**src/rtl/cct_defs.svh**
```systemverilog
`ifndef CCT_DEFS_SVH
`define CCT_DEFS_SVH

// --------------------------------------------------------------------
// Bus geometry
// --------------------------------------------------------------------
`define CCT_AW          10
`define CCT_RESP_OKAY   2'h0
`define CCT_RESP_SLVERR 2'h2

// --------------------------------------------------------------------
// Register indices of the first timer and of the interrupt registers, plus strides (byte address = index * 4)
// --------------------------------------------------------------------
`define CCT_IDX_SC      8'h20
`define CCT_IDX_CNTH    8'h21
`define CCT_IDX_CNTL    8'h22
`define CCT_IDX_MODH    8'h23
`define CCT_IDX_MODL    8'h24
`define CCT_IDX_SC0     8'h25
`define CCT_IDX_CH0H    8'h26
`define CCT_IDX_CH0L    8'h27
`define CCT_TIMER_STRIDE 8'h0b
`define CCT_CH_STRIDE   8'h03
`define CCT_IDX_IRQ_STS 8'h36
`define CCT_IDX_IRQ_MSK 8'h37
`define CCT_IDX_LAST    8'h37

// --------------------------------------------------------------------
// Field positions of the control registers
// --------------------------------------------------------------------
`define CCT_SC_IE       6
`define CCT_SC_STOP     5
`define CCT_SC_RST      4
`define CCT_CH_MSB      5
`define CCT_CH_MSA      4
`define CCT_CH_TOV      1
`define CCT_CH_MAX      0

// --------------------------------------------------------------------
// Reset value, prescaler off code and counts
// --------------------------------------------------------------------
`define CCT_MOD_RESET   16'hffff
`define CCT_PS_OFF      3'h7
`define CCT_NUM_TIMERS  2
`define CCT_NUM_EVENTS  6

`endif

```
**src/rtl/cct_pkg.sv**
```systemverilog
package cct_pkg;

	// Channel operating mode
	typedef enum logic [1:0] {
		CCT_CH_OFF,
		CCT_CH_CAPTURE,
		CCT_CH_COMPARE,
		CCT_CH_PWM_BUF
	} cct_chmode_type;

endpackage : cct_pkg

```
**src/rtl/cct_timer.sv**
```systemverilog
`timescale 1ns/1ns
`include "cct_defs.svh"


module cct_timer (
	input  wire logic                 aclk,
	input  wire logic                 aresetn,
	input  wire logic [`CCT_AW-1:0]   awaddr,
	input  wire logic                 awvalid,
	output logic                      awready,
	input  wire logic [31:0]          wdata,
	input  wire logic [3:0]           wstrb,
	input  wire logic                 wvalid,
	output logic                      wready,
	output logic [1:0]                bresp,
	output logic                      bvalid,
	input  wire logic                 bready,
	input  wire logic [`CCT_AW-1:0]   araddr,
	input  wire logic                 arvalid,
	output logic                      arready,
	output logic [31:0]               rdata,
	output logic [1:0]                rresp,
	output logic                      rvalid,
	input  wire logic                 rready,
	input  wire logic [3:0]           port_out,
	input  wire logic [3:0]           port_oe,
	input  wire logic [3:0]           chan_pin_i,
	output logic [3:0]                chan_pin_o,
	output logic [3:0]                chan_pin_oe,
	output logic                      irq
);

	// ----------------------------------------------------------------
	// Bus slave
	// ----------------------------------------------------------------
	logic                         wr_fire;
	logic [7:0]                   wr_idx;
	logic [7:0]                   wd;
	logic                         wbe;
	logic [7:0]                   rd_idx;
	logic                         bvalid_reg;
	logic [1:0]                   bresp_reg;
	logic                         rvalid_reg;
	logic [1:0]                   rresp_reg;
	logic [31:0]                  rdata_reg;
	logic [7:0]                   rd_tm [`CCT_NUM_TIMERS];
	logic [7:0]                   rd_ch [4];
	logic [7:0]                   rd_byte;
	logic [`CCT_NUM_EVENTS-1:0]   sts_reg;
	logic [`CCT_NUM_EVENTS-1:0]   msk_reg;
	logic [`CCT_NUM_EVENTS-1:0]   ev_set;
	logic [`CCT_NUM_EVENTS-1:0]   ev_en;

	// Both write channels taken together, once the last answer is gone
	assign wr_fire = awvalid & wvalid & ~bvalid_reg;
	assign awready = wr_fire;
	assign wready  = wr_fire;
	assign wr_idx  = awaddr[`CCT_AW-1:2];
	assign wd      = wdata[7:0];
	assign wbe     = wstrb[0];
	assign rd_idx  = araddr[`CCT_AW-1:2];
	assign arready = ~rvalid_reg;
	assign bvalid  = bvalid_reg;
	assign bresp   = bresp_reg;
	assign rvalid  = rvalid_reg;
	assign rresp   = rresp_reg;
	assign rdata   = rdata_reg;

	// Write response, error outside the map or on a misaligned address
	always_ff @(posedge aclk) begin
		if (!aresetn) begin
			bvalid_reg <= 1'b0;
			bresp_reg  <= `CCT_RESP_OKAY;
		end else if (wr_fire) begin
			bvalid_reg <= 1'b1;
			if (awaddr[1:0] == 2'h0 && wr_idx >= `CCT_IDX_SC && wr_idx <= `CCT_IDX_LAST) begin
				bresp_reg <= `CCT_RESP_OKAY;
			end else begin
				bresp_reg <= `CCT_RESP_SLVERR;
			end
		end else if (bready) begin
			bvalid_reg <= 1'b0;
		end
	end

	// Read data merge, only one source is non-zero
	always_comb begin
		rd_byte = rd_tm[0] | rd_tm[1] | rd_ch[0] | rd_ch[1] | rd_ch[2] | rd_ch[3];
		if (rd_idx == `CCT_IDX_IRQ_STS) begin
			rd_byte = {2'h0, sts_reg};
		end else if (rd_idx == `CCT_IDX_IRQ_MSK) begin
			rd_byte = {2'h0, msk_reg};
		end
	end

	// Read response; reads have no side effect on any state
	// read leaves count
	always_ff @(posedge aclk) begin
		if (!aresetn) begin
			rvalid_reg <= 1'b0;
			rresp_reg  <= `CCT_RESP_OKAY;
			rdata_reg  <= 32'h0000_0000;
		end else if (arvalid && arready) begin
			rvalid_reg <= 1'b1;
			if (araddr[1:0] == 2'h0 && rd_idx >= `CCT_IDX_SC && rd_idx <= `CCT_IDX_LAST) begin
				rresp_reg <= `CCT_RESP_OKAY;
				rdata_reg <= {24'h00_0000, rd_byte};
			end else begin
				rresp_reg <= `CCT_RESP_SLVERR;
				rdata_reg <= 32'h0000_0000;
			end
		end else if (rready) begin
			rvalid_reg <= 1'b0;
		end
	end

	// ----------------------------------------------------------------
	// Interrupt status and mask
	// ----------------------------------------------------------------

	// Sticky flags, write one to clear, a new event wins
	always_ff @(posedge aclk) begin
		if (!aresetn) begin
			sts_reg <= '0;
		end else if (wr_fire && wbe && wr_idx == `CCT_IDX_IRQ_STS) begin
			sts_reg <= (sts_reg & ~wd[`CCT_NUM_EVENTS-1:0]) | ev_set;
		end else begin
			sts_reg <= sts_reg | ev_set;
		end
	end

	// Mask register
	always_ff @(posedge aclk) begin
		if (!aresetn) begin
			msk_reg <= '0;
		end else if (wr_fire && wbe && wr_idx == `CCT_IDX_IRQ_MSK) begin
			msk_reg <= wd[`CCT_NUM_EVENTS-1:0];
		end
	end

	// Level interrupt, gated by mask and per-source enable
	assign irq = |(sts_reg & msk_reg & ev_en);

	// ----------------------------------------------------------------
	// Timers
	// ----------------------------------------------------------------
	logic [15:0] cnt_reg  [`CCT_NUM_TIMERS];
	logic [15:0] mod_reg  [`CCT_NUM_TIMERS];
	logic [6:0]  pre_reg  [`CCT_NUM_TIMERS];
	logic [2:0]  ps_reg   [`CCT_NUM_TIMERS];
	logic        stop_reg [`CCT_NUM_TIMERS];
	logic        oie_reg  [`CCT_NUM_TIMERS];
	logic        step     [`CCT_NUM_TIMERS];
	logic        ovf      [`CCT_NUM_TIMERS];
	logic [15:0] cnt_next [`CCT_NUM_TIMERS];
	logic        buf_pwm  [`CCT_NUM_TIMERS];

	for (genvar t = 0; t < `CCT_NUM_TIMERS; t++) begin : g_tim
		localparam logic [7:0] BASE = 8'(`CCT_IDX_SC + t * `CCT_TIMER_STRIDE);
		localparam logic [7:0] OFS  = 8'(t * `CCT_TIMER_STRIDE);
		logic       w_sc;
		logic       trst;
		logic [6:0] pmask;

		assign w_sc  = wr_fire && wbe && wr_idx == BASE;
		assign trst  = w_sc && wd[`CCT_SC_RST];
		assign pmask = 7'((7'h01 << ps_reg[t]) - 7'h01);
		assign step[t] = !stop_reg[t] && ps_reg[t] != `CCT_PS_OFF
			&& (pre_reg[t] & pmask) == pmask;
		assign cnt_next[t] = (cnt_reg[t] == mod_reg[t]) ? 16'h0000 : cnt_reg[t] + 16'h0001;
		assign ovf[t] = step[t] && !trst && cnt_reg[t] == mod_reg[t];
		assign ev_set[3*t] = ovf[t];
		assign ev_en[3*t]  = oie_reg[t];

		// Control bits
		// stop bit
		always_ff @(posedge aclk) begin
			if (!aresetn) begin
				stop_reg[t] <= 1'b1;
				oie_reg[t]  <= 1'b0;
				ps_reg[t]   <= 3'h0;
			end else if (w_sc) begin
				oie_reg[t]  <= wd[`CCT_SC_IE];
				stop_reg[t] <= wd[`CCT_SC_STOP];
				ps_reg[t]   <= wd[2:0];
			end
		end

		// Modulo value, byte written
		// modulo all ones
		always_ff @(posedge aclk) begin
			if (!aresetn) begin
				mod_reg[t] <= `CCT_MOD_RESET;
			end else if (wr_fire && wbe && wr_idx == `CCT_IDX_MODH + OFS) begin
				mod_reg[t][15:8] <= wd;
			end else if (wr_fire && wbe && wr_idx == `CCT_IDX_MODL + OFS) begin
				mod_reg[t][7:0] <= wd;
			end
		end

		// Prescaler and counter
		// 16-bit up-counter
		always_ff @(posedge aclk) begin
			if (!aresetn || trst) begin
				pre_reg[t] <= 7'h00;
				cnt_reg[t] <= 16'h0000;
			end else begin
				pre_reg[t] <= pre_reg[t] + 7'h01;
				if (step[t]) begin
					cnt_reg[t] <= cnt_next[t];
				end
			end
		end

		// Timer register reads
		always_comb begin
			rd_tm[t] = 8'h00;
			if (rd_idx == BASE) begin
				rd_tm[t] = {sts_reg[3*t], oie_reg[t], stop_reg[t], 2'h0, ps_reg[t]};
			end else if (rd_idx == `CCT_IDX_CNTH + OFS) begin
				rd_tm[t] = cnt_reg[t][15:8];
			end else if (rd_idx == `CCT_IDX_CNTL + OFS) begin
				rd_tm[t] = cnt_reg[t][7:0];
			end else if (rd_idx == `CCT_IDX_MODH + OFS) begin
				rd_tm[t] = mod_reg[t][15:8];
			end else if (rd_idx == `CCT_IDX_MODL + OFS) begin
				rd_tm[t] = mod_reg[t][7:0];
			end
		end
	end

	// ----------------------------------------------------------------
	// Channels, index j = 2 * timer + channel
	// ----------------------------------------------------------------
	logic [6:0]  ctl_reg  [4];
	logic [15:0] val_reg  [4];
	logic [15:0] act_reg  [4];
	logic        pout_reg [4];
	logic        s1_reg   [4];
	logic        s2_reg   [4];
	logic        prev_reg [4];

	for (genvar j = 0; j < 4; j++) begin : g_ch
		localparam int         T    = j / 2;
		localparam int         C    = j % 2;
		localparam logic [7:0] SCI  = 8'(`CCT_IDX_SC0 + T * `CCT_TIMER_STRIDE
			+ C * `CCT_CH_STRIDE);
		cct_pkg::cct_chmode_type mode;
		logic        w_ctl;
		logic        cap;
		logic        match;
		logic [15:0] cmp_val;
		logic [1:0]  els;

		assign els   = ctl_reg[j][3:2];
		assign w_ctl = wr_fire && wbe && wr_idx == SCI;

		// Mode decode; the second channel idles under buffered PWM
		always_comb begin
			if (els == 2'h0 || (C == 1 && buf_pwm[T])) begin
				mode = cct_pkg::CCT_CH_OFF;
			end else if (ctl_reg[j][`CCT_CH_MSB]) begin
				mode = cct_pkg::CCT_CH_PWM_BUF;
			end else if (ctl_reg[j][`CCT_CH_MSA]) begin
				mode = cct_pkg::CCT_CH_COMPARE;
			end else begin
				mode = cct_pkg::CCT_CH_CAPTURE;
			end
		end

		if (C == 0) begin : g_buf
			assign buf_pwm[T] = mode == cct_pkg::CCT_CH_PWM_BUF;
		end

		// Pin synchroniser and edge history
		always_ff @(posedge aclk) begin
			if (!aresetn) begin
				s1_reg[j]   <= 1'b0;
				s2_reg[j]   <= 1'b0;
				prev_reg[j] <= 1'b0;
			end else begin
				s1_reg[j]   <= chan_pin_i[j];
				s2_reg[j]   <= s1_reg[j];
				prev_reg[j] <= s2_reg[j];
			end
		end

		assign cap = mode == cct_pkg::CCT_CH_CAPTURE
			&& ((els[0] && s2_reg[j] && !prev_reg[j])
			|| (els[1] && !s2_reg[j] && prev_reg[j]));
		assign cmp_val = (mode == cct_pkg::CCT_CH_PWM_BUF) ? act_reg[j] : val_reg[j];
		assign match = (mode == cct_pkg::CCT_CH_COMPARE || mode == cct_pkg::CCT_CH_PWM_BUF)
			&& step[T] && cnt_next[T] == cmp_val;
		assign ev_set[3*T+1+C] = cap || match;
		assign ev_en[3*T+1+C]  = ctl_reg[j][`CCT_SC_IE];

		// Channel control, mode bit B exists on channel 0 only
		// channels cleared
		always_ff @(posedge aclk) begin
			if (!aresetn) begin
				ctl_reg[j] <= 7'h00;
			end else if (w_ctl) begin
				ctl_reg[j] <= (C == 1) ? (wd[6:0] & 7'h5f) : wd[6:0];
			end
		end

		// Channel value; capture wins over a software write
		// capture latch
		always_ff @(posedge aclk) begin
			if (!aresetn) begin
				val_reg[j] <= 16'h0000;
			end else if (cap) begin
				val_reg[j] <= cnt_reg[T];
			end else if (wr_fire && wbe && wr_idx == SCI + 8'h01) begin
				val_reg[j][15:8] <= wd;
			end else if (wr_fire && wbe && wr_idx == SCI + 8'h02) begin
				val_reg[j][7:0] <= wd;
			end
		end

		// Buffered compare value loads only at overflow
		// buffered and unbuffered
		always_ff @(posedge aclk) begin
			if (!aresetn) begin
				act_reg[j] <= 16'h0000;
			end else if (mode != cct_pkg::CCT_CH_PWM_BUF || ovf[T]) begin
				act_reg[j] <= val_reg[j];
			end
		end

		// Pin level; full duty suppresses the compare action
		always_ff @(posedge aclk) begin
			if (!aresetn) begin
				pout_reg[j] <= 1'b0;
			end else if (match && !ctl_reg[j][`CCT_CH_MAX]) begin
				case (els)
					2'h1:    pout_reg[j] <= !pout_reg[j];
					2'h2:    pout_reg[j] <= 1'b0;
					default: pout_reg[j] <= 1'b1;
				endcase
			end else if (ovf[T] && ctl_reg[j][`CCT_CH_TOV]
				&& mode != cct_pkg::CCT_CH_OFF && mode != cct_pkg::CCT_CH_CAPTURE) begin
				pout_reg[j] <= !pout_reg[j];
			end
		end

		// Pin sharing with the port
		// shared port pins
		always_comb begin
			if (mode == cct_pkg::CCT_CH_COMPARE || mode == cct_pkg::CCT_CH_PWM_BUF) begin
				chan_pin_o[j]  = pout_reg[j];
				chan_pin_oe[j] = 1'b1;
			end else if (mode == cct_pkg::CCT_CH_CAPTURE) begin
				chan_pin_o[j]  = 1'b0;
				chan_pin_oe[j] = 1'b0;
			end else begin
				chan_pin_o[j]  = port_out[j];
				chan_pin_oe[j] = port_oe[j];
			end
		end

		// Channel register reads
		always_comb begin
			rd_ch[j] = 8'h00;
			if (rd_idx == SCI) begin
				rd_ch[j] = {sts_reg[3*T+1+C], ctl_reg[j]};
			end else if (rd_idx == SCI + 8'h01) begin
				rd_ch[j] = val_reg[j][15:8];
			end else if (rd_idx == SCI + 8'h02) begin
				rd_ch[j] = val_reg[j][7:0];
			end
		end
	end

endmodule : cct_timer

```
**config.mk**
```make
export PLATFORM = sky130hd
export DESIGN_NAME = cct_timer
export DESIGN_NICKNAME = d
export VERILOG_FILES = /design/src/rtl/cct_pkg.sv /design/src/rtl/cct_timer.sv
export VERILOG_INCLUDE_DIRS = /design/src /design/src/rtl
export SDC_FILE = /design/constraint.sdc
export NUM_CORES = 1
export LEC_CHECK = 0
export BUFFER_PORTS_ARGS = -buffer_cell sky130_fd_sc_hd__buf_4
export CAP_MARGIN = 20
export CORE_ASPECT_RATIO = 1.4
export CORE_UTILIZATION = 45
export CTS_CLUSTER_SIZE = 14
export DETAILED_ROUTE_END_ITERATION = 10
export SLEW_MARGIN = 0
export SYNTH_ARGS = -nofsm -noshare
export SYNTH_HDL_FRONTEND = slang
export SYNTH_SLANG_ARGS = --single-unit
```
**constraint.sdc**
```tcl
create_clock -name aclk -period 10 [get_ports aclk]
set_input_delay 0 -clock aclk [delete_from_list [all_inputs] [get_ports aclk]]
set_output_delay 0 -clock aclk [all_outputs]
set_load 0.02 [all_outputs]
```
Yosys cells after proc, flatten, opt, wreduce, memory -nomap -nowiden --
Memory sizes are Yosys's and may differ from the RTL's. Index checks and enable logic that the tools add are counted. Widths: inputs -> output; s select.
Storage, ports and cells: output and inout bits 50, word-level logic and storage cells 629, memory bits (writable) 260, flip-flop bits (word level) 50, memories 13
Memories:
- act_reg | words 4, width 16, read ports 4, clocked after Yosys merged registers in 0, wr ports 4, RTL line cct_timer.sv:237 | logic [15:0] act_reg [4];
- val_reg | words 4, width 16, read ports 4, clocked after Yosys merged registers in 0, wr ports 4, RTL line cct_timer.sv:236 | logic [15:0] val_reg [4];
- cnt_reg | words 2, width 16, read ports 2, clocked after Yosys merged registers in 0, wr ports 2, RTL line cct_timer.sv:147 | logic [15:0] cnt_reg [`CCT_NUM_TIMERS];
- mod_reg | words 2, width 16, read ports 2, clocked after Yosys merged registers in 0, wr ports 2, RTL line cct_timer.sv:148 | logic [15:0] mod_reg [`CCT_NUM_TIMERS];
- ctl_reg | words 4, width 7, read ports 4, clocked after Yosys merged registers in 0, wr ports 4, RTL line cct_timer.sv:235 | logic [6:0] ctl_reg [4];
- pre_reg | words 2, width 7, read ports 2, clocked after Yosys merged registers in 0, wr ports 2, RTL line cct_timer.sv:149 | logic [6:0] pre_reg [`CCT_NUM_TIMERS];
- 7 more memories
Operators by class: mux-type cells 298, reductions and logical operators 138, bitwise logic cells 79, add/sub/neg operators 6, shift-type cells 2, eq/ne operators 82, $lt $le $gt $ge 4
Operator list (number):
- $eq 8x6->1 const B | 44
- $mux 8 | 37
- $mux 16 | 16
- $mux 1 | 222
- $eq 16x16->1 | 6
- $logic_and 1x1->1 | 80
- $or 1x1->1 | 62
- $mux 7 | 6
- $or 8x8->8 | 5
- $add 16x1->16 const B | 2
- $mux 2 | 14
- $eq 2x2->1 const B | 12
- $logic_not 1->1 | 21
- $logic_or 1x1->1 | 20
- $and 6x6->6 | 3
- $eq 2x1->1 const B | 8
- $ge 8x6->1 const B | 2
- $le 8x6->1 const B | 2
- $add 7x1->7 const B | 2
- $and 7x7->7 | 2
- $eq 7x7->1 | 2
- $shl 1x3->7 const A | 2
- $sub 7x1->7 const B | 2
- $logic_not 2->1 | 6
- other kinds (12) | 31

Longest topological paths before layout --
Gate-level depths: netlist (run 1). An unclocked memory read counts as a cell.
word-level depth 19, gate-level depth with buffers 13, gate-level depth less buffers 11

Worst setup path before layout (run 1) --
No wires, ideal clock.
kind reg2reg, start memory ps_reg[0][2], end memory act_reg[0][0], enable pin, library setup time 0.372 ns, cell stages (with the launch flop) 11, slack 6.737 ns, data arrival time 2.892 ns, buffers on the path 1, path through edfxtp_1 > or3_1 > ha_1 > nand2b_1 > o32ai_1 > a2111oi_0 > o211ai_1 > or3b_1 > clkbuf_1 > and2_1 > nand2_1
RTL lines:
- start: declaration | RTL line cct_timer.sv:150 | logic [2:0] ps_reg [`CCT_NUM_TIMERS];
- end: declaration | RTL line cct_timer.sv:237

==> flow_summary.yaml, run 1 <==
cells_and_area:
  finish.net_count: 1688
  syn2layout_area_growth_pct: 11.7
  design_area_sq_um: 17400
  nFillCells: 3139
  seq_area_sq_um: 6970
  largest_reg_flops: 64
  n_antenna_cell: 0
  multi_input_area_sq_um: 7870
  drive_gt1_frac: 0.118
timing:
  fin_setup_tns_ns: 0
  hold_violations: 0
  fin_crit_ns: 4.13
  fmax_ghz: 0.242
  fin_crit_sh: 0.413
  slew_violations: 0
  finClkSkew_ns: 0.0199
  timing.hold.ws_ns: 0.0181
  worst_pin_slew_ns: 1.11
  finalSetupViolCount: 0
  rsz0062_at_grt: "no"
  timing.final.ws_setup_ns: 5.87
  max_slew_margin: 0.250
synth:
  synth-seq-cells: 249
  synthTopCellsByArea: "edfxtp_1, dfxtp_1, a22o_1, and2_1, mux2i_1"
  ys_types: 95
  synth_edf_count: 198
  ys_async_sr_fraction: 0
  synth_warnings: 0
  syn-cell-area_sq_um: 15600
  synth_top_cell_area_share: 0.381
  postSynthCellCount: 1551
  yosysSeqAreaShare: 0.447
  synth-main-ff-cell: "edfxtp_1"
  postSynthAreaPerCell_sq_um: 10.1
  yosys.area.top_type: "edfxtp_1"
placement:
  portBuffers: 71
  gp_congestion: 0.968
  dp_slack_ns: 5.97
  dp_hpwl_um: 45600
  placed_cell_area_sq_um: 16200
power_and_ir_drop:
  p_switching_mw: 0.652
  vdd_drop_max_mv: 0.139
  pwr-share-clk: 0.411
  p_total_mw: 2.48
  comb_power_share: 0.097
  p_seq_frac: 0.491
  intPower_mw: 1.83
  p_per_area_nw_per_um2: 142
  leakagePower_nw: 6.10
  switching_share: 0.263
clocking:
  postCtsSetupBuffers: 0
  insertion_delay_ns: 0.57
  cts.sinks: 249
  cts_root_buffer: "clkbuf_16"
  cts_buffers: 27
  htree_levels: 1
  path_clk_slew_ns: 0.07
  cts_tree: "yes"
  clk_path_buf_depth: 3
worst_setup_path:
  crit_type: "flip-flop to flip-flop"
  r2r-end: "pout_reg[0][1]"
  cp_max_fo: 12
  end_kind: "flip-flop"
  cp-endpoint: "pout_reg[0][1]"
  cp.arrival_ns: 4.40
  cp.required_ns: 10.27
  crit_start: "cnt_reg[0][0]"
  r2r_slack_ns: 5.87
  crit-reg2reg-launch: "cnt_reg[0][0]"
  reg2reg_depth: 9
  worst_setup_path_start_kind: "flip-flop"
floorplan:
  core_area_sq_um: 34100
  die_x_um: 159
  fp.dieH_um: 222
  initial_utilization: 0.457
  num_rows: 80
  ioPinCount: 125
  die_area_sq_um: 35400
outcome:
  status: "completed"
min_path:
  min-delay-path-class: "input port to flip-flop"
global_route:
  grt_pass1_wl_um: 87900
  grt_pass1_vias: 13000
  antenna_found_initial: 0
  grtUsageTotal: 0.343
  grt-ovfl-total: 0
  grt_max_degree: 41
job:
  timing.max_cap.violations: 0
drt:
  vias: 13300
  viasPerCell: 6.43
  drt_pass1_iterations: 7
  drc_errors: 0
  wl_per_cell_um: 29.4
  final_antenna_net_count: 0
  drt-total-wl_um: 60900
  drt_iter0_drc: 1165
## routing by layer
layer,GRT usage,up-vias,part of all wire
met5,0,-,0
met4,0.307,0,0.10
met3,0.0413,238,0.052
met2,0.601,591,0.50
met1,0.362,6534,0.35
li1,-,5918,-
## power groups by stage
stage	logic [mW]	registers, mW	clock network, mW
floorplan	0.171	1.19	0
global placement	0.224	1.24	0
detailed placement	0.227	1.24	0
CTS	0.236	1.22	1.03
global route	0.256	1.22	1.06
finish	0.241	1.22	1.02
## worst max-delay path, cell delays in order, from the launching register on
cell and delay (ns):
edfxtp_1 0.75, ha_1 0.36, nand4_1 0.37, or2_2 0.46
xnor2_1 0.37, a32oi_1 0.17, o32ai_1 0.22, o2111ai_1 0.40
or4_1 0.61, o211ai_1 0.12
## cells by family after synthesis
family / synth area share
AO/OA/AOI/OAI: 0.163
AND/OR/NAND/NOR: 0.225
adder cells (fa/ha/maj): 0.0128
other: 0.000240
flip-flops: 0.447
buffers and inverters: 0.0558
XOR/XNOR: 0.0613
multiplexers: 0.0351
## metrics by stage
stage	cells	utilization
2_1_floorplan	1576	-
3_3_place_gp	1986	0.476
3_5_place_dp	1987	0.476
4_1_cts	2061	0.509
5_1_grt	2067	0.511
6_report	2067	0.511
## synth_stat cells (all sizes together) (34+ instances only)
master	instances
clkbuf	65
a22o	75
inv	40
and2	83
nand3	42
o21ai	43
dfxtp	51
xor2	36
nand2	93
xnor2	50
mux2i	49
a21oi	34
edfxtp	198
a22oi	36
nor2	125
buf	68
nor3	68
## layout by cell type, fill, tap and decap left out, types with 23 or more instances in the layout
cell / n
mux2i_1: 49
xor2_1: 36
conb_1: 26
or3_1: 30
a22oi_1: 36
a22o_1: 75
inv_1: 40
o21ai_0: 41
dfxtp_1: 51
nand2_1: 93
xnor2_1: 50
buf_4: 94
nand3_1: 40
clkbuf_16: 27
and2_1: 81
edfxtp_1: 198
nand4_1: 29
nor3_1: 60
nor2_1: 124
dlygate4sd3_1: 26
nand2b_1: 23
a21oi_1: 34
## final cells by class
type | count | share of cell area
multi-input combinational | 1154 | 0.451
inverter | 40 | 0.00862
clock buffer | 33 | 0.0412
clock inverter | 15 | 0.00912
sequential | 249 | 0.400
timing repair buffer | 125 | 0.0574
tap | 451 | 0.0324
## repair_timing
action                                  4_1_cts  5_1_grt
resized for setup                             0        0
hold buffers                                 26        0
endpoints found under the setup margin        0        0
hold endpoints to repair                     50        0
## how the worst min path moves through the flow
stage	start	to	slack, ns	depth (start not counted)
after global placement	rready	rvalid	0.18	2
after floorplan	rready	rvalid	0.10	1
after global routing	araddr[1]	rdata[3]	0.06	5
after detailed placement	rready	rvalid	0.20	2
after CTS	araddr[1]	rdata[0]	0.01	5
final	araddr[1]	rdata[0]	0.02	5
Power figures use the tool's default switching activity.
==> inputs of run 2 (changes only) <==
--- a/config.mk
+++ b/config.mk
@@ -12,6 +12,7 @@
 export CORE_UTILIZATION = 45
 export CTS_CLUSTER_SIZE = 14
 export DETAILED_ROUTE_END_ITERATION = 10
+export PLACE_DENSITY = 0.65
 export SLEW_MARGIN = 0
 export SYNTH_ARGS = -nofsm -noshare
 export SYNTH_HDL_FRONTEND = slang
==> constraint.sdc (replaced) <==
create_clock -name aclk -period 3.8 [get_ports aclk]
set_input_delay 0 -clock aclk [delete_from_list [all_inputs] [get_ports aclk]]
set_output_delay 0 -clock aclk [all_outputs]
set_load 0.02 [all_outputs]
==> run 2 against run 1 <==
Cell area is 3.4% higher. Critical path depth is 1 lower. Setup slack got worse by 5.7 ns. Sequential power increased to 2.6 times the previous value. Worst hold slack got worse by 0.00098 ns. Global-route usage grew 0.46 points. First-iteration DRC count grew 18%. Core utilization up 1.7 points. Largest power group unchanged. Fmax rose by 15%. Count of clock-buffer cells in the layout down 2. Clock skew shrank 0.0060 ns.
==> flow_summary.yaml, run 2 (synthesis results as in run 1) <==
cells_and_area:
  layout_commonest_cell: "edfxtp_1"
  post-route-util: 0.528
  largest_reg_flops: 64
  layout_common_cells: "edfxtp_1, buf_4, nor2_1"
  final_cells: 2140
  finish.net_count: 1758
  drive_gt1_frac: 0.155
  syn2layout_area_growth_pct: 15.5
  nFillCells: 3115
timing:
  slew_violations: 0
  fin_crit_sh: 0.949
  fin_setup_tns_ns: 0
  worst_pin_slew_ns: 1.10
  finalSetupViolCount: 0
  hold_violations: 0
  max_slew_margin: 0.263
  rsz0062_at_grt: "no"
  fmax_ghz: 0.277
  finClkSkew_ns: 0.0139
  fin_crit_ns: 3.60
  timing.hold.ws_ns: 0.0171
min_path:
  min-delay-path-class: "input port to flip-flop"
  min_path_cells: 5
  min_from: "araddr[1]"
  whs_endpoint: "rdata[0]"
drt:
  viasPerCell: 6.46
  drt_iter0_drc: 1380
  drt_pass1_iterations: 7
  final_antenna_net_count: 0
  drt-total-wl_um: 61700
  drc_errors: 0
  vias: 13800
  wl_per_cell_um: 28.8
worst_setup_path:
  end_kind: "flip-flop"
  slowest_stage: "edfxtp_1"
  cp.required_ns: 4.06
  path_cells: "nand2_1 > nor4_1 > xor2_1 > or4_1 > o211ai_1 > o31ai_1 > or4_1 > o211ai_1"
  cp.arrival_ns: 3.87
  r2r_slack_ns: 0.20
  crit_type: "flip-flop to flip-flop"
  cp_slowest_stage_delay_ns: 0.64
  r2r-end: "pout_reg[0][1]"
  crit-reg2reg-launch: "cnt_reg[0][4]"
  worst_setup_path_start_kind: "flip-flop"
  reg2reg_depth: 8
  cp_max_fo: 8
job:
  timing.max_cap.violations: 0
placement:
  portBuffers: 71
  dp_cells: 2053
  dp_hpwl_um: 47000
  gp_congestion: 1.00
floorplan:
  num_rows: 80
  fp.dieH_um: 222
  initial_utilization: 0.457
  core_area_sq_um: 34100
  die_x_um: 159
  ioPinCount: 125
  die_area_sq_um: 35400
power_and_ir_drop:
  vdd_drop_max_mv: 0.408
  leakagePower_nw: 6.46
  p_per_area_nw_per_um2: 371
global_route:
  grt-ovfl-total: 0
  grt_pass1_vias: 13600
  antenna_found_initial: 3
  grtUsageTotal: 0.347
  grt_pass1_wl_um: 89900
  grt_max_degree: 34
clocking:
  htree_levels: 1
  cts_tree: "yes"
  path_clk_slew_ns: 0.06
  cts.sinks: 249
  cts_root_buffer: "clkbuf_16"
  clk_path_buf_depth: 3
  insertion_delay_ns: 0.57
  cts_buffers: 27
outcome:
  status: "completed"
==> run 2: cell count changes in the layout (fill, tap and decap cells not counted), moves of 3 or more <==
cell and delta:
buf_2 +3, buf_4 +65, clkinv_1 -3, clkinvlp_4 +3, dlygate4sd3_1 +6
==> run 2: worst max-delay path by stage <==
stage	from	slack [ns]	to	cells after the start
final	cnt_reg[0][4]	0.20	pout_reg[0][1]	8
after global routing	ps_reg[0][2]	0.02	pout_reg[0][0]	10
after CTS	ctl_reg[0][2]	0.21	pout_reg[0][0]	10
after detailed placement	ctl_reg[0][2]	0.22	pout_reg[0][0]	10
after global placement	ctl_reg[0][2]	0.27	pout_reg[0][0]	10
after floorplan	ps_reg[0][2]	0.54	act_reg[0][0]	10
==> run 2: where the power goes <==
part / switching, mW / internal (mW)
clock network: 1.17 / 1.62
registers: 0.139 / 3.03
logic: 0.447 / 0.268
==> run 2: per-stage QoR <==
stage               total power [mW]  instance area (sq um)  worst slack (ns)
finish                          6.68                  18000             0.195
global route                    6.84                  18000            0.0231
CTS                             6.67                  18000             0.206
detailed placement              3.89                  16700             0.221
global placement                3.88                  16700             0.271
floorplan                       3.59                  15700             0.537
==> run 2: area by class of cell <==
class	count	area [sq um]	share of cell area
Tap cell	451	564	0.0313
Clock inverter	18	218	0.0121
Timing Repair Buffer	195	1530	0.0851
Sequential cell	249	6970	0.387
Antenna cell	2	5.00	0.000278
Inverter	40	150	0.00833
Clock buffer	31	711	0.0394
Multi-Input combinational cell	1154	7870	0.437
==> run 2: worst max-delay path: cells and delay by family, from the launching register on <==
kind             cells  cell delay [ns]
AO/OA/AOI/OAI        3             0.69
XOR/XNOR             1             0.19
flip-flops           1             0.64
AND/OR/NAND/NOR      4             1.78
==> run 2: metal layers <==
metal / global-route usage / part of all wire
met5: 0 / 0.00041
met4: 0.274 / 0.096
met3: 0.0543 / 0.072
met2: 0.609 / 0.49
met1: 0.373 / 0.34
==> run 2: what timing repair did <==
action	in CTS	in global routing
endpoints found under the hold margin	65	0
buffers inserted	0	0
resized for setup	0	1
hold buffers	32	0
setup endpoints to repair	0	1
==> inputs of run 3 (changes only) <==
--- a/config.mk
+++ b/config.mk
@@ -9,10 +9,11 @@
 export BUFFER_PORTS_ARGS = -buffer_cell sky130_fd_sc_hd__buf_4
 export CAP_MARGIN = 20
 export CORE_ASPECT_RATIO = 1.4
-export CORE_UTILIZATION = 45
+export CORE_UTILIZATION = 55
+export CTS_CLUSTER_DIAMETER = 30
 export CTS_CLUSTER_SIZE = 14
 export DETAILED_ROUTE_END_ITERATION = 10
-export PLACE_DENSITY = 0.65
+export PLACE_DENSITY = 0.77
 export SLEW_MARGIN = 0
 export SYNTH_ARGS = -nofsm -noshare
 export SYNTH_HDL_FRONTEND = slang
==> run 3 against run 2 <==
Power is 18% higher. Critical path depth rose by 1. Die area decreased by 18%. Critical path type unchanged.
==> flow_summary.yaml, run 3 (synthesis results as in run 1) <==
drt:
  viasPerCell: 6.81
  highest_layer: "met5"
  wl_per_cell_um: 29.8
  vias: 14300
  wl_met1_um: 19900
  wl_met3_um: 5630
  drt-total-wl_um: 62600
  final_antenna_net_count: 0
  drt_pass1_iterations: 6
  drt_iter0_drc: 1553
  dr_wl_met2_um: 30200
  drc_errors: 0
job:
  timing.max_cap.violations: 0
worst_setup_path:
  crit_type: "flip-flop to flip-flop"
  path_cells: "xnor2_1 > nand4_1 > nor4_4 > buf_4 > nor3_1 > a221oi_2 > o2111ai_1 > or4_1 > o211ai_1"
  worst_setup_path_start_kind: "flip-flop"
  slowest_stage: "edfxtp_1"
  end_kind: "flip-flop"
  r2r-end: "pout_reg[0][1]"
  cp.arrival_ns: 3.79
  cp_slowest_stage_delay_ns: 0.71
  r2r_slack_ns: 0.23
  cp.required_ns: 4.03
  cp_max_fo: 9
  reg2reg_depth: 9
  crit-reg2reg-launch: "cnt_reg[0][7]"
timing:
  fin_crit_sh: 0.938
  slew_violations: 0
  fmax_ghz: 0.280
  hold_violations: 0
  max_slew_margin: 0.263
  fin_crit_ns: 3.57
  rsz0062_at_grt: "no"
  finalSetupViolCount: 0
  finClkSkew_ns: 0.0315
  worst_pin_slew_ns: 1.10
  fin_setup_tns_ns: 0
clocking:
  insertion_delay_ns: 0.56
  cts_buffers: 45
  ctsResizeCount: 0
  cts.sinks: 249
  cts_tree: "yes"
  clk_path_buf_depth: 3
  htree_levels: 2
  cts_root_buffer: "clkbuf_16"
  path_clk_slew_ns: 0.05
outcome:
  status: "completed"
global_route:
  antenna_found_initial: 2
  grt_max_degree: 42
  grt_pass1_wl_um: 90400
  grt_pass1_vias: 13800
  grt-ovfl-total: 0
  grtUsageTotal: 0.439
placement:
  gp_congestion: 1.00
  dp_cells: 1987
  dp_hpwl_um: 46300
  portBuffers: 71
cells_and_area:
  syn2layout_area_growth_pct: 19.1
  finish.net_count: 1789
  layout_common_cells: "edfxtp_1, buf_4, nor2_1"
  final_cells: 2105
  n_antenna_cell: 0
  drive_gt1_frac: 0.179
  largest_reg_flops: 64
  layout_commonest_cell: "edfxtp_1"
floorplan:
  initial_utilization: 0.562
  die_x_um: 144
  core_area_sq_um: 27700
  fp.dieH_um: 201
  num_rows: 72
  die_area_sq_um: 29000
  ioPinCount: 125
power_and_ir_drop:
  vdd_drop_max_mv: 0.333
  leakagePower_nw: 6.82
  p_per_area_nw_per_um2: 425
min_path:
  min-delay-path-class: "input port to flip-flop"
  whs_endpoint: "bresp[1]"
  min_from: "awaddr[7]"
  min_path_cells: 3
run 3: changes by cell type in the layout (fill, tap and decap cells not counted), sizes merged:
| cell | change |
|---|---|
| clkinvlp | -1 |
| dlygate4sd3 | -2 |
| buf | +14 |
| clkbuf | +22 |
| bufinv | -1 |
| diode | -2 |
| clkinv | +5 |
| inv | +11 |
run 3: timing repair:
| item | CTS | global route |
|---|---|---|
| setup endpoints to repair | 0 | 1 |
| hold buffers | 30 | 0 |
| endpoints found under the hold margin | 53 | 0 |
| setup buffers | 0 | 1 |
run 3: how the worst max path moves through the flow:
stage / start / endpoint / slack [ns] / cells past startpoint
6_report: cnt_reg[0][7] / pout_reg[0][1] / 0.23 / 9
5_1_grt: ps_reg[0][2] / pout_reg[0][0] / 0.04 / 11
4_1_cts: ps_reg[0][2] / pout_reg[0][0] / 0.22 / 10
3_5_place_dp: ps_reg[0][2] / pout_reg[0][0] / 0.27 / 10
3_3_place_gp: cnt_reg[0][7] / pout_reg[0][1] / 0.34 / 9
2_1_floorplan: ps_reg[0][2] / act_reg[0][0] / 0.54 / 10
run 3: metal layers:
| metal | vias up | GRT usage |
|---|---|---|
| met5 | - | 0 |
| met4 | 4 | 0.401 |
| met3 | 311 | 0.0895 |
| met2 | 903 | 0.725 |
| met1 | 6987 | 0.462 |
| li1 | 6138 | - |
run 3: report_power, final:
part,switching (mW),internal (mW)
clock,1.48,2.51
sequential,0.137,3.04
combinational,0.457,0.273
total,2.07,5.83
run 3: worst max-delay path, delay by kind of cell, from the launching register on:
kind | cells | cell delay (ns)
and+or+nand+nor | 4 | 1.36
AOI/OAI and AO/OA | 3 | 0.71
DFF | 1 | 0.71
buffers and inverters | 1 | 0.26
xor gates and xnor gates | 1 | 0.18
run 3: area by class of cell:
type                            count  area (sq um)
Tap cell                          370           463
Inverter                           40           150
Sequential cell                   249          6970
Timing Repair Buffer              208          1630
Clock inverter                     32           298
Clock buffer                       52          1200
Multi-Input combinational cell   1154          7870
Fill cell                        2198          9170
run 3: per-stage QoR:
step	hold WS [ns]	cell area [sq um]	setup slack, ns	total power, mW	util
after global placement	0.185	16800	0.343	3.88	0.604
final	0.0483	18600	0.234	7.90	0.670
after CTS	0.0325	18600	0.220	7.87	0.669
after floorplan	0.100	15700	0.537	3.59	-
after detailed placement	0.192	16800	0.270	3.89	0.604
after global routing	0.0615	18600	0.0397	8.06	0.670
